===== src/inc/eif_pkg.sv =====
// Purpose: shared constants for the external interrupt glitch filter
// Assumes: 32-bit register port, byte addresses, system clock 10 MHz
// Notes: all offsets, reset values and counts live here
package eif_pkg;

  // register port geometry
  localparam int unsigned ADDR_W = 8;
  localparam int unsigned DATA_W = 32;

  // register byte offsets
  localparam logic [7:0] OFS_CLOCK_CTRL = 8'h00;
  localparam logic [7:0] OFS_ENABLE_CTRL = 8'h04;
  localparam logic [7:0] OFS_STATUS = 8'h08;

  // number of filtered inputs and their enable bit positions
  localparam int unsigned CH_N = 3;
  localparam int unsigned EN_BIT_SIX = 0;
  localparam int unsigned EN_BIT_SEVEN = 1;
  localparam int unsigned EN_BIT_C = 2;

  // status register field positions
  localparam int unsigned STAT_FWD_LSB = 0;
  localparam int unsigned STAT_RAW_LSB = 4;

  // clock-select field
  localparam int unsigned SEL_W = 3;
  localparam int unsigned DIV_W = 7;

  typedef enum logic [2:0] {
    EIF_CKS_STOP = 3'b000,
    EIF_CKS_DIV2 = 3'b001,
    EIF_CKS_DIV4 = 3'b010,
    EIF_CKS_DIV8 = 3'b011,
    EIF_CKS_DIV16 = 3'b100,
    EIF_CKS_DIV32 = 3'b101,
    EIF_CKS_DIV64 = 3'b110,
    EIF_CKS_DIV128 = 3'b111
  } eif_cks_type;

  // reset values
  localparam logic [SEL_W-1:0] RST_CLOCK_SEL = 3'h0;
  localparam logic [CH_N-1:0] RST_ENABLE = 3'h0;

  // filter-clock ticks a new level must survive before it is taken
  localparam int unsigned CNT_W = 4;
  localparam logic [CNT_W-1:0] ACCEPT_TICKS = 4'h8;

  // divider wrap mask for a clock-select code: 2**code - 1
  function automatic logic [DIV_W-1:0] div_mask(input logic [SEL_W-1:0] sel);
    logic [DIV_W:0] one_hot;
    one_hot = 8'h01 << sel;
    div_mask = one_hot[DIV_W-1:0] - 7'h01;
  endfunction

endpackage


===== src/inc/eif_tick_if.sv =====
// Purpose: carries the filter-clock tick from the divider to the channels
// Assumes: single system clock domain
// Notes: tick is a one-cycle pulse per filter-clock period
`timescale 1ns/100ps
`default_nettype none
interface eif_tick_if;
  logic tick;

  modport src (
    output tick
  );

  modport snk (
    input tick
  );
endinterface
`default_nettype wire


===== src/eif_chan.sv =====
// Purpose: one glitch filter channel
// Assumes: raw input already registered on the system clock
// Notes: a level is taken after ACCEPT_TICKS ticks with no break
`timescale 1ns/100ps
`default_nettype none
module eif_chan (
  // clock and reset
  input wire logic clk_i,
  input wire logic rst_n_i,
  // input and control
  input wire logic raw_i,
  input wire logic clr_i,
  eif_tick_if.snk tick_if,
  // result
  output logic state_o
);

  logic [eif_pkg::CNT_W-1:0] cnt_q;

  // any return to the held level restarts the count, in both directions
  always_ff @(posedge clk_i or negedge rst_n_i) begin
    if (!rst_n_i) begin
      cnt_q <= '0;
      state_o <= 1'b0;
    end else if (clr_i) begin
      cnt_q <= '0;
      state_o <= 1'b0;
    end else if (raw_i == state_o) begin
      cnt_q <= '0;
    end else if (tick_if.tick) begin
      if (cnt_q == eif_pkg::ACCEPT_TICKS - 4'h1) begin
        cnt_q <= '0;
        state_o <= raw_i;
      end else begin
        cnt_q <= cnt_q + 4'h1;
      end
    end
  end

endmodule
`default_nettype wire


===== src/eif_div.sv =====
// Purpose: divides the system clock into filter-clock ticks
// Assumes: select changed only while every filter is disabled
// Notes: code zero holds the divider and gives no ticks
`timescale 1ns/100ps
`default_nettype none
module eif_div (
  // clock and reset
  input wire logic clk_i,
  input wire logic rst_n_i,
  // control
  input wire logic [eif_pkg::SEL_W-1:0] sel_i,
  // tick out
  eif_tick_if.src tick_if
);

  logic [eif_pkg::DIV_W-1:0] cnt_q;
  logic [eif_pkg::DIV_W-1:0] mask;

  assign mask = eif_pkg::div_mask(sel_i);

  always_ff @(posedge clk_i or negedge rst_n_i) begin
    if (!rst_n_i) begin
      cnt_q <= '0;
    end else if (sel_i == eif_pkg::EIF_CKS_STOP) begin
      cnt_q <= '0;
    end else begin
      cnt_q <= cnt_q + 7'h01;
    end
  end

  // one tick each 2**sel system clocks
  always_ff @(posedge clk_i or negedge rst_n_i) begin
    if (!rst_n_i) begin
      tick_if.tick <= 1'b0;
    end else begin
      tick_if.tick <= (sel_i != eif_pkg::EIF_CKS_STOP) && ((cnt_q & mask) == mask);
    end
  end

endmodule
`default_nettype wire


===== src/eif_top.sv =====
// Purpose: glitch filter for three external interrupt inputs
// Assumes: inputs synchronous to clk_i; stop release given as a pulse
// Notes: edge and level detection sit downstream, not here
//
// Behaviour
// - select field: 000 stops filter clock, 001..111 divide by 2..128
// - enable bit 2 input c, bit 1 input seven, bit 0 input six
// - disabled input forwards raw level; its filter cleared on stop release
// - level under 7 filter periods rejected, over 8 periods accepted
// - filter counts how long the input held its level in ticks
// - both high and low glitches are suppressed
// - each forwarded signal goes on to clock-generator detection
// - filtering only in normal and idle modes; no clock in stop
// - pulses under one system clock need not be removed
`timescale 1ns/100ps
`default_nettype none
module eif_top (
  // clock and reset
  input wire logic clk_i,
  input wire logic arst_n_i,
  // register port
  input wire logic [eif_pkg::ADDR_W-1:0] addr_i,
  input wire logic [eif_pkg::DATA_W-1:0] wdata_i,
  input wire logic wr_i,
  input wire logic rd_i,
  output logic [eif_pkg::DATA_W-1:0] rdata_o,
  // external interrupt inputs
  input wire logic ext_irq_input_c_i,
  input wire logic ext_irq_input_seven_i,
  input wire logic ext_irq_input_six_i,
  // power mode
  input wire logic stop_release_i,
  // to clock-generator detection
  output logic ext_irq_c_o,
  output logic ext_irq_seven_o,
  output logic ext_irq_six_o
);

  ////////////////////////////////////////////////////////////////////////
  // reset release
  ////////////////////////////////////////////////////////////////////////

  logic rst_meta_q;
  logic rst_n_q;

  // assert at once, release two clocks later
  always_ff @(posedge clk_i or negedge arst_n_i) begin
    if (!arst_n_i) begin
      rst_meta_q <= 1'b0;
      rst_n_q <= 1'b0;
    end else begin
      rst_meta_q <= 1'b1;
      rst_n_q <= rst_meta_q;
    end
  end

  ////////////////////////////////////////////////////////////////////////
  // register decode
  ////////////////////////////////////////////////////////////////////////

  logic hit_clock;
  logic hit_enable;
  logic hit_status;

  assign hit_clock = (addr_i == eif_pkg::OFS_CLOCK_CTRL);
  assign hit_enable = (addr_i == eif_pkg::OFS_ENABLE_CTRL);
  assign hit_status = (addr_i == eif_pkg::OFS_STATUS);

  ////////////////////////////////////////////////////////////////////////
  // control registers
  ////////////////////////////////////////////////////////////////////////

  logic [eif_pkg::SEL_W-1:0] clock_sel_q;
  logic [eif_pkg::CH_N-1:0] enable_q;

  // a select change with filters on is not refused; the channels simply
  // see a shifted tick phase, which the software sequence avoids
  always_ff @(posedge clk_i or negedge rst_n_q) begin
    if (!rst_n_q) begin
      clock_sel_q <= eif_pkg::RST_CLOCK_SEL;
    end else if (wr_i && hit_clock) begin
      clock_sel_q <= wdata_i[eif_pkg::SEL_W-1:0];
    end
  end

  always_ff @(posedge clk_i or negedge rst_n_q) begin
    if (!rst_n_q) begin
      enable_q <= eif_pkg::RST_ENABLE;
    end else if (wr_i && hit_enable) begin
      enable_q <= wdata_i[eif_pkg::CH_N-1:0];
    end
  end

  ////////////////////////////////////////////////////////////////////////
  // input sampling
  ////////////////////////////////////////////////////////////////////////

  logic [eif_pkg::CH_N-1:0] raw_q;

  // sampled once per system clock: a pulse between two edges is missed
  // or caught whole, so it cannot be filtered reliably
  always_ff @(posedge clk_i or negedge rst_n_q) begin
    if (!rst_n_q) begin
      raw_q <= '0;
    end else begin
      raw_q[eif_pkg::EN_BIT_C] <= ext_irq_input_c_i;
      raw_q[eif_pkg::EN_BIT_SEVEN] <= ext_irq_input_seven_i;
      raw_q[eif_pkg::EN_BIT_SIX] <= ext_irq_input_six_i;
    end
  end

  ////////////////////////////////////////////////////////////////////////
  // filter clock
  ////////////////////////////////////////////////////////////////////////

  eif_tick_if tick_bus ();

  // in stop mode clk_i halts, so this divider and the channels freeze
  eif_div u_div (
    .clk_i(clk_i),
    .rst_n_i(rst_n_q),
    .sel_i(clock_sel_q),
    .tick_if(tick_bus)
  );

  ////////////////////////////////////////////////////////////////////////
  // filter channels
  ////////////////////////////////////////////////////////////////////////

  logic [eif_pkg::CH_N-1:0] flt_state;
  logic [eif_pkg::CH_N-1:0] chan_clr;

  // only a disabled channel is wiped when stop mode ends
  assign chan_clr = {eif_pkg::CH_N{stop_release_i}} & ~enable_q;

  genvar g;
  generate
    for (g = 0; g < eif_pkg::CH_N; g++) begin : g_chan
      eif_chan u_chan (
        .clk_i(clk_i),
        .rst_n_i(rst_n_q),
        .raw_i(raw_q[g]),
        .clr_i(chan_clr[g]),
        .tick_if(tick_bus),
        .state_o(flt_state[g])
      );
    end
  endgenerate

  ////////////////////////////////////////////////////////////////////////
  // forwarding
  ////////////////////////////////////////////////////////////////////////

  logic [eif_pkg::CH_N-1:0] fwd;

  // bypass adds the same one-cycle delay as the filtered path
  assign fwd = (enable_q & flt_state) | (~enable_q & raw_q);

  always_ff @(posedge clk_i or negedge rst_n_q) begin
    if (!rst_n_q) begin
      ext_irq_c_o <= 1'b0;
      ext_irq_seven_o <= 1'b0;
      ext_irq_six_o <= 1'b0;
    end else begin
      ext_irq_c_o <= fwd[eif_pkg::EN_BIT_C];
      ext_irq_seven_o <= fwd[eif_pkg::EN_BIT_SEVEN];
      ext_irq_six_o <= fwd[eif_pkg::EN_BIT_SIX];
    end
  end

  ////////////////////////////////////////////////////////////////////////
  // read data
  ////////////////////////////////////////////////////////////////////////

  logic [eif_pkg::DATA_W-1:0] rd_mux;

  always_comb begin
    rd_mux = '0;
    if (hit_clock) begin
      rd_mux[eif_pkg::SEL_W-1:0] = clock_sel_q;
    end else if (hit_enable) begin
      rd_mux[eif_pkg::CH_N-1:0] = enable_q;
    end else if (hit_status) begin
      rd_mux[eif_pkg::STAT_FWD_LSB +: eif_pkg::CH_N] =
        {ext_irq_c_o, ext_irq_seven_o, ext_irq_six_o};
      rd_mux[eif_pkg::STAT_RAW_LSB +: eif_pkg::CH_N] = raw_q;
    end
  end

  // data stand for the one cycle after the strobe, zero otherwise
  always_ff @(posedge clk_i or negedge rst_n_q) begin
    if (!rst_n_q) begin
      rdata_o <= '0;
    end else if (rd_i) begin
      rdata_o <= rd_mux;
    end else begin
      rdata_o <= '0;
    end
  end

endmodule
`default_nettype wire

===== config.mk =====
export PLATFORM = sky130hd
export DESIGN_NAME = eif_top
export DESIGN_NICKNAME = d
export VERILOG_FILES = /design/src/inc/eif_pkg.sv /design/src/inc/eif_tick_if.sv /design/src/eif_chan.sv /design/src/eif_div.sv /design/src/eif_top.sv
export SDC_FILE = /design/constraint.sdc
export NUM_CORES = 1
export LEC_CHECK = 0
export BUFFER_PORTS_ARGS = -buffer_cell sky130_fd_sc_hd__buf_4
export CORE_ASPECT_RATIO = 0.7
export CORE_MARGIN = 10
export CORE_UTILIZATION = 40
export CTS_CLUSTER_SIZE = 28
export DETAILED_ROUTE_END_ITERATION = 16
export GPL_TIMING_DRIVEN = 0
export PLACE_DENSITY = 0.65
export SETUP_SLACK_MARGIN = 0.15
export SLEW_MARGIN = 20
export SYNTH_ARGS = -nofsm -noshare
export SYNTH_HDL_FRONTEND = slang
export SYNTH_HIERARCHICAL = 1
export SYNTH_SLANG_ARGS = --single-unit

===== constraint.sdc =====
create_clock -name clk_i -period 1.8 [get_ports clk_i]
set_clock_uncertainty 0.15 [all_clocks]
set_input_delay 0.18 -clock clk_i [delete_from_list [all_inputs] [get_ports clk_i]]
set_output_delay 0.18 -clock clk_i [all_outputs]
set_load 0.01 [all_outputs]

# Word-level counts from Yosys, hierarchy flattened
# Cells that the tools add are included.
[op_classes]
n_shift = 1
n_mul = 0
add_sub_neg = 5
bitwise = 6
div_mod_pow = 0
mux = 32
eq_ne = 12
order_cmp = 0
n_reduce_logical = 18
[op_table]
columns = ["cell", "count"]
rows = [
  ["two-way mux 4 bit", 12],
  ["two-way mux 3 bit", 6],
  ["two-way mux 7 bit", 2],
  ["adder 4 x 1 -> 4 bit, second input constant", 3],
  ["== test 4 x 3 -> 1 bit, second input constant", 3],
  ["two-way mux 1 bit", 12],
  ["nonzero test 2 bit", 6],
  ["nonzero test 3 bit", 4],
  ["AND 3 bit", 3],
  ["AND reduction 3 bit", 3],
  ["== test 8 x 3 -> 1 bit, second input constant", 1],
  ["== test 8 x 4 -> 1 bit, second input constant", 1],
  ["logical NOT 8 bit", 1],
  ["adder 7 x 1 -> 7 bit, second input constant", 1],
  ["AND 7 bit", 1],
  ["== test 7 bit", 1],
  ["left shift 1 x 3 -> 7 bit, first input constant", 1],
  ["subtractor 7 x 1 -> 7 bit, second input constant", 1],
  ["inequality test 2 bit, second input constant", 3],
  ["== test 1 bit", 3],
  ["logical AND 1 bit", 3],
  ["logical NOT 3 bit", 1],
  ["inverter 3 bit", 1],
  ["OR 3 bit", 1],
]
[word_totals]
romBits = 0
ramBits = 0
mem_count = 0
inputBits = 48
latchBits = 0
ff_bits = 44

# Longest topological paths before layout
[depth]
ltp_word = 5
ltp_mapped = 8
ltp_nobuf = 7

# Cells and area by module
# Netlist, hierarchy kept.
[by_module_without_submodules]
columns = ["module", "seq_area_each_um2", "cells_each", "area_each_um2", "instances"]
rows = [
  ["eif_top", 500.5, 84, 1011.0, 1],
  ["eif_chan", 125.1, 25, 256.5, 3],
  ["eif_div", 200.2, 50, 469.2, 1],
]

# Least setup slack after synthesis
# Ideal clock, no wire load.
[synth_timing]
path_kind = "reg2reg"
from = "register clock_sel_q[2] (netlist name)"
to = "register u_div.tick_if.tick"
arrival_ns = 1.795
stages_incl_launch_ff = 9
path_buffers = 1
t_required_ns = 1.554
path_slack_ns = -0.240
setup_ns = 0.096
path_cell_list = "dfrtp_1 buf_6 nor3_2 inv_1 ha_1 nor2b_1 o21ai_1 a21oi_1 nor4_2"
[synth_between]
elab_chain_cells = 5
[synth_lines]
columns = ["element", "line_no", "text"]
rows = [
  ["from (decl)", "eif_top.sv:73", "logic [eif_pkg::SEL_W-1:0] clock_sel_q;"],
  ["from (signal assigned)", "eif_top.sv:80", "clock_sel_q <= eif_pkg::RST_CLOCK_SEL;"],
  ["from (signal assigned)", "eif_top.sv:82", "clock_sel_q <= wdata_i[eif_pkg::SEL_W-1:0];"],
  ["left shift 1 x 3 -> 7 bit", "eif_pkg.sv:51", "one_hot = 8'h01 << sel;"],
  ["subtractor 7 x 1 -> 7 bit", "eif_pkg.sv:52", "div_mask = one_hot[DIV_W-1:0] - 7'h01;"],
  ["AND 7 bit", "eif_div.sv:36", "tick_if.tick <= (sel_i != eif_pkg::EIF_CKS_STOP) && ((cnt_q & mask) == mask);"],
  ["== test 7 bit", "eif_div.sv:36", ""],
  ["logical AND 1 bit (*)", "eif_div.sv:36", ""],
  ["to (signal assigned)", "eif_div.sv:36", ""],
  ["to (decl)", "eif_tick_if.sv:10", "output tick"],
]
# Mark *: on every way between the ends. The rest lies on a longest branch, timed or not.
# A chain may end at the register's enable or synchronous reset.

# Worst setup path in the final report
# Same ends and word-level chain as after synthesis.

==> flow_metrics.env <==
export IMPL_tns_ns=-0.0766
export IMPL_antenna_found_initial=0
export IMPL_async_flop_share=1.00
export IMPL_portBuffers=27
export IMPL_met1_length_um=2330
export IMPL_layout_drive_gt1_share=0.318
export IMPL_ff2ff_path_depth=8
export IMPL_numCtsBuffers=5
export IMPL_max_stage_delay_ns=0.42
export IMPL_dr_pass1_iters=4
export IMPL_r2r_start="clock_sel_q[2]"
export IMPL_dpl_worst_slack_ns=-0.293
export IMPL_cts_tree="done"
export IMPL_hold_path_class="in -> async"
export IMPL_dieArea_um2=9070
export IMPL_die_x_um=110
export IMPL_dp_hpwl_um=3750
export IMPL_crit_end="u_div/tick_if.tick"
export IMPL_synth_warning_count=6
export IMPL_wl_um=4840
export IMPL_setup_viol=1
export IMPL_final_nets=332
export IMPL_synth_distinct_cells=38
export IMPL_root_buffer="clkbuf_8"
export IMPL_p_total_uw=1970
export IMPL_startpoint_type="flip-flop"
export IMPL_io_pins=83
export IMPL_grt_max_degree=34
export IMPL_grt_pass1_vias=1635
export IMPL_drcViolationCount=0
export IMPL_synth_area_leaders="dfrtp_1 48%, buf_4 8.7%, mux2_2 4.5%"
export IMPL_leakagePower_uw=0.00139
export IMPL_irDropWorstVdd_mv=0.348
export IMPL_synth_seq_cells=43
export IMPL_first_iter_violations=43
export IMPL_finalCoreUtilization=0.542
export IMPL_clk_latency_ns=0.29
export IMPL_finalCriticalPeriod_ns=1.88
export IMPL_timing_rr_end="u_div/tick_if.tick"
export IMPL_die_height_um=82.7
export IMPL_netlist_top_cells_count="43 x dfrtp_1, 26 x buf_4, 22 x nor2_1"
export IMPL_synthCells=209
export IMPL_grt_pass1_wl_um=7980
export IMPL_required_ns=1.85
export IMPL_grt_util_all_layers=0.112
export IMPL_worstPathMaxFanout=8
export IMPL_ant_nets=0
export IMPL_violations="setup timing"
export IMPL_rsz0062_at_grt="true"
export IMPL_cpMaxStageDelayCell="dfrtp_1"
export IMPL_synthFlopType="dfrtp_1"
export IMPL_critical_path_class="reg -> reg"
export IMPL_clk_path_buf_depth=2
export IMPL_clock_sinks=43
export IMPL_synth_top_area_share=0.478
export IMPL_gp_congestion=0.763
export IMPL_max_freq_mhz=533
export IMPL_yosysTopAreaCell="dfrtp_1"
export IMPL_highest_layer="met4"
export IMPL_htreeDepth=2
export IMPL_netlist_area_um2=2250
export IMPL_max_cap_viol_count=0
export IMPL_ys_seq_area_frac=0.478
export IMPL_drv_slew=0
export IMPL_wl_met3_um=418
export IMPL_status="complete, but fails checks"
export IMPL_slew_headroom=0.620
export IMPL_core_um2=5340
export IMPL_multi_input_area_um2=1070
export IMPL_start_util=0.421
export IMPL_routed_via_count=1594
export IMPL_wl_met2_um=2040
export IMPL_rrSetupSlack_ns=-0.08
export IMPL_path_clk_slew_ns=0.08
export IMPL_syn2layout_area_growth_pct=28.6
export IMPL_grt_overflow_total=0
export IMPL_worstPathArrival_ns=1.92
export IMPL_startpoint="clock_sel_q[2]"
export IMPL_synth_edff_count=0
export IMPL_n_antenna_cell=0
export IMPL_finalCritPeriodShare=1.04
export IMPL_synth_most_common_cell="dfrtp_1"
export IMPL_regArea_um2=1080
export IMPL_rows=22
export IMPL_drt_vias_per_instance=4.53
export IMPL_worstMarginPinSlew_ns=0.570
export IMPL_endpoint_kind="flip-flop"
export IMPL_power_density_nw_per_um2=681
export IMPL_syn_avg_cell_area_um2=10.8
export IMPL_worst_slack_ns=-0.0766
export IMPL_hold_viol=0
export IMPL_post_drt_wl_per_cell_um=13.7
export IMPL_fillers=477
export IMPL_cp_cell_sequence="buf_6, nor3_4, inv_2, ha_4, nor2b_1, o21ai_1, a21oi_1, nor4_2"
state kept, by name (all words and copies together), names as in the netlist:
signal,cells
clock_sel_q,3
enable_q,3
ext_irq_c_o,1
ext_irq_seven_o,1
ext_irq_six_o,1
g_chan.u_chan/cnt_q,12
g_chan.u_chan/state_o,3
raw_q,3
rdata_o,6
rst_meta_q,1
rst_n_q,1
u_div/cnt_q,7
u_div/tick_if.tick,1
worst min-delay path by stage:
| stage | to | slack [ns] | cells after the start | from |
|---|---|---|---|---|
| 6_report | rst_n_q | 0.05 | 2 | arst_n_i |
| 5_1_grt | rdata_o[0] | 0.06 | 3 | rd_i |
| 4_1_cts | rst_n_q | 0.04 | 2 | arst_n_i |
| 3_5_place_dp | rst_meta_q | -0.18 | 1 | arst_n_i |
| 3_3_place_gp | rst_n_q | -0.19 | 1 | arst_n_i |
| 2_1_floorplan | rst_meta_q | -0.27 | 0 | arst_n_i |
per-layer routing:
layer	vias to the layer above	track usage
met3	5	0.0379
met1	737	0.147
li1	804	-
met5	-	0
met4	0	0.0453
met2	48	0.166
logic make-up after synthesis:
family                   count (synthesis)  share of synthesized area
AO/OA/AOI/OAI                           19                     0.0595
XOR/XNOR                                13                     0.0506
adder cells (fa/ha/maj)                  5                     0.0278
buffers and inverters                   31                     0.0990
flip-flops                              43                      0.478
multiplexers                            15                     0.0717
other                                    2                    0.00334
AND/OR/NAND/NOR                         81                      0.210
repair_timing:
action	in CTS	in global routing
pin swaps	1	0
hold buffers	9	0
buffers inserted	1	0
hold endpoints to repair	21	0
resized for setup	0	2
setup endpoints to repair	1	5
where the power goes:
group          switching [uW]  total (uW)  internal, uW
sequential               23.9        1010           986
clock                     331         680           349
combinational             134         279           146
total                     489        1970          1480
critical path, delay by kind of cell, from the launching register on:
family | cells | cell delay (ns)
adders and majority gates | 1 | 0.18
DFF | 1 | 0.42
AOI/OAI and AO/OA | 2 | 0.19
buffers and inverters | 2 | 0.21
and+or+nand+nor | 3 | 0.61
final cells by class:
class / count / share of cell area
Buffer: 29 / 0.0774
Clock buffer: 7 / 0.0333
Clock inverter: 1 / 0.00260
Inverter: 2 / 0.00260
Multi-Input combinational cell: 160 / 0.370
Sequential cell: 43 / 0.372
Tap cell: 72 / 0.0311
Timing Repair Buffer: 38 / 0.111
through the flow:
stage,hold WS [ns],instance area (um2),instances
2_1_floorplan,-0.266,2370,234
3_3_place_gp,-0.186,2660,333
3_5_place_dp,-0.185,2690,334
4_1_cts,0.0364,2890,352
5_1_grt,0.0603,2890,352
6_report,0.0472,2890,352
layout by cell type (no fill, tap or decap), types with 4 or more instances in the layout:
| master | count |
|---|---|
| conb_1 | 27 |
| mux2i_1 | 6 |
| o21ai_0 | 5 |
| nand2_1 | 12 |
| a21oi_1 | 5 |
| nand2b_1 | 9 |
| nand4_1 | 4 |
| ha_1 | 4 |
| nor2b_1 | 11 |
| clkbuf_8 | 8 |
| nand4b_1 | 4 |
| buf_4 | 54 |
| dfrtp_1 | 42 |
| xor2_1 | 8 |
| mux2_2 | 9 |
| dlygate4sd3_1 | 9 |
| nor2_1 | 21 |
| xnor2_1 | 5 |
Note: power is estimated with default switching activity, not from simulation.
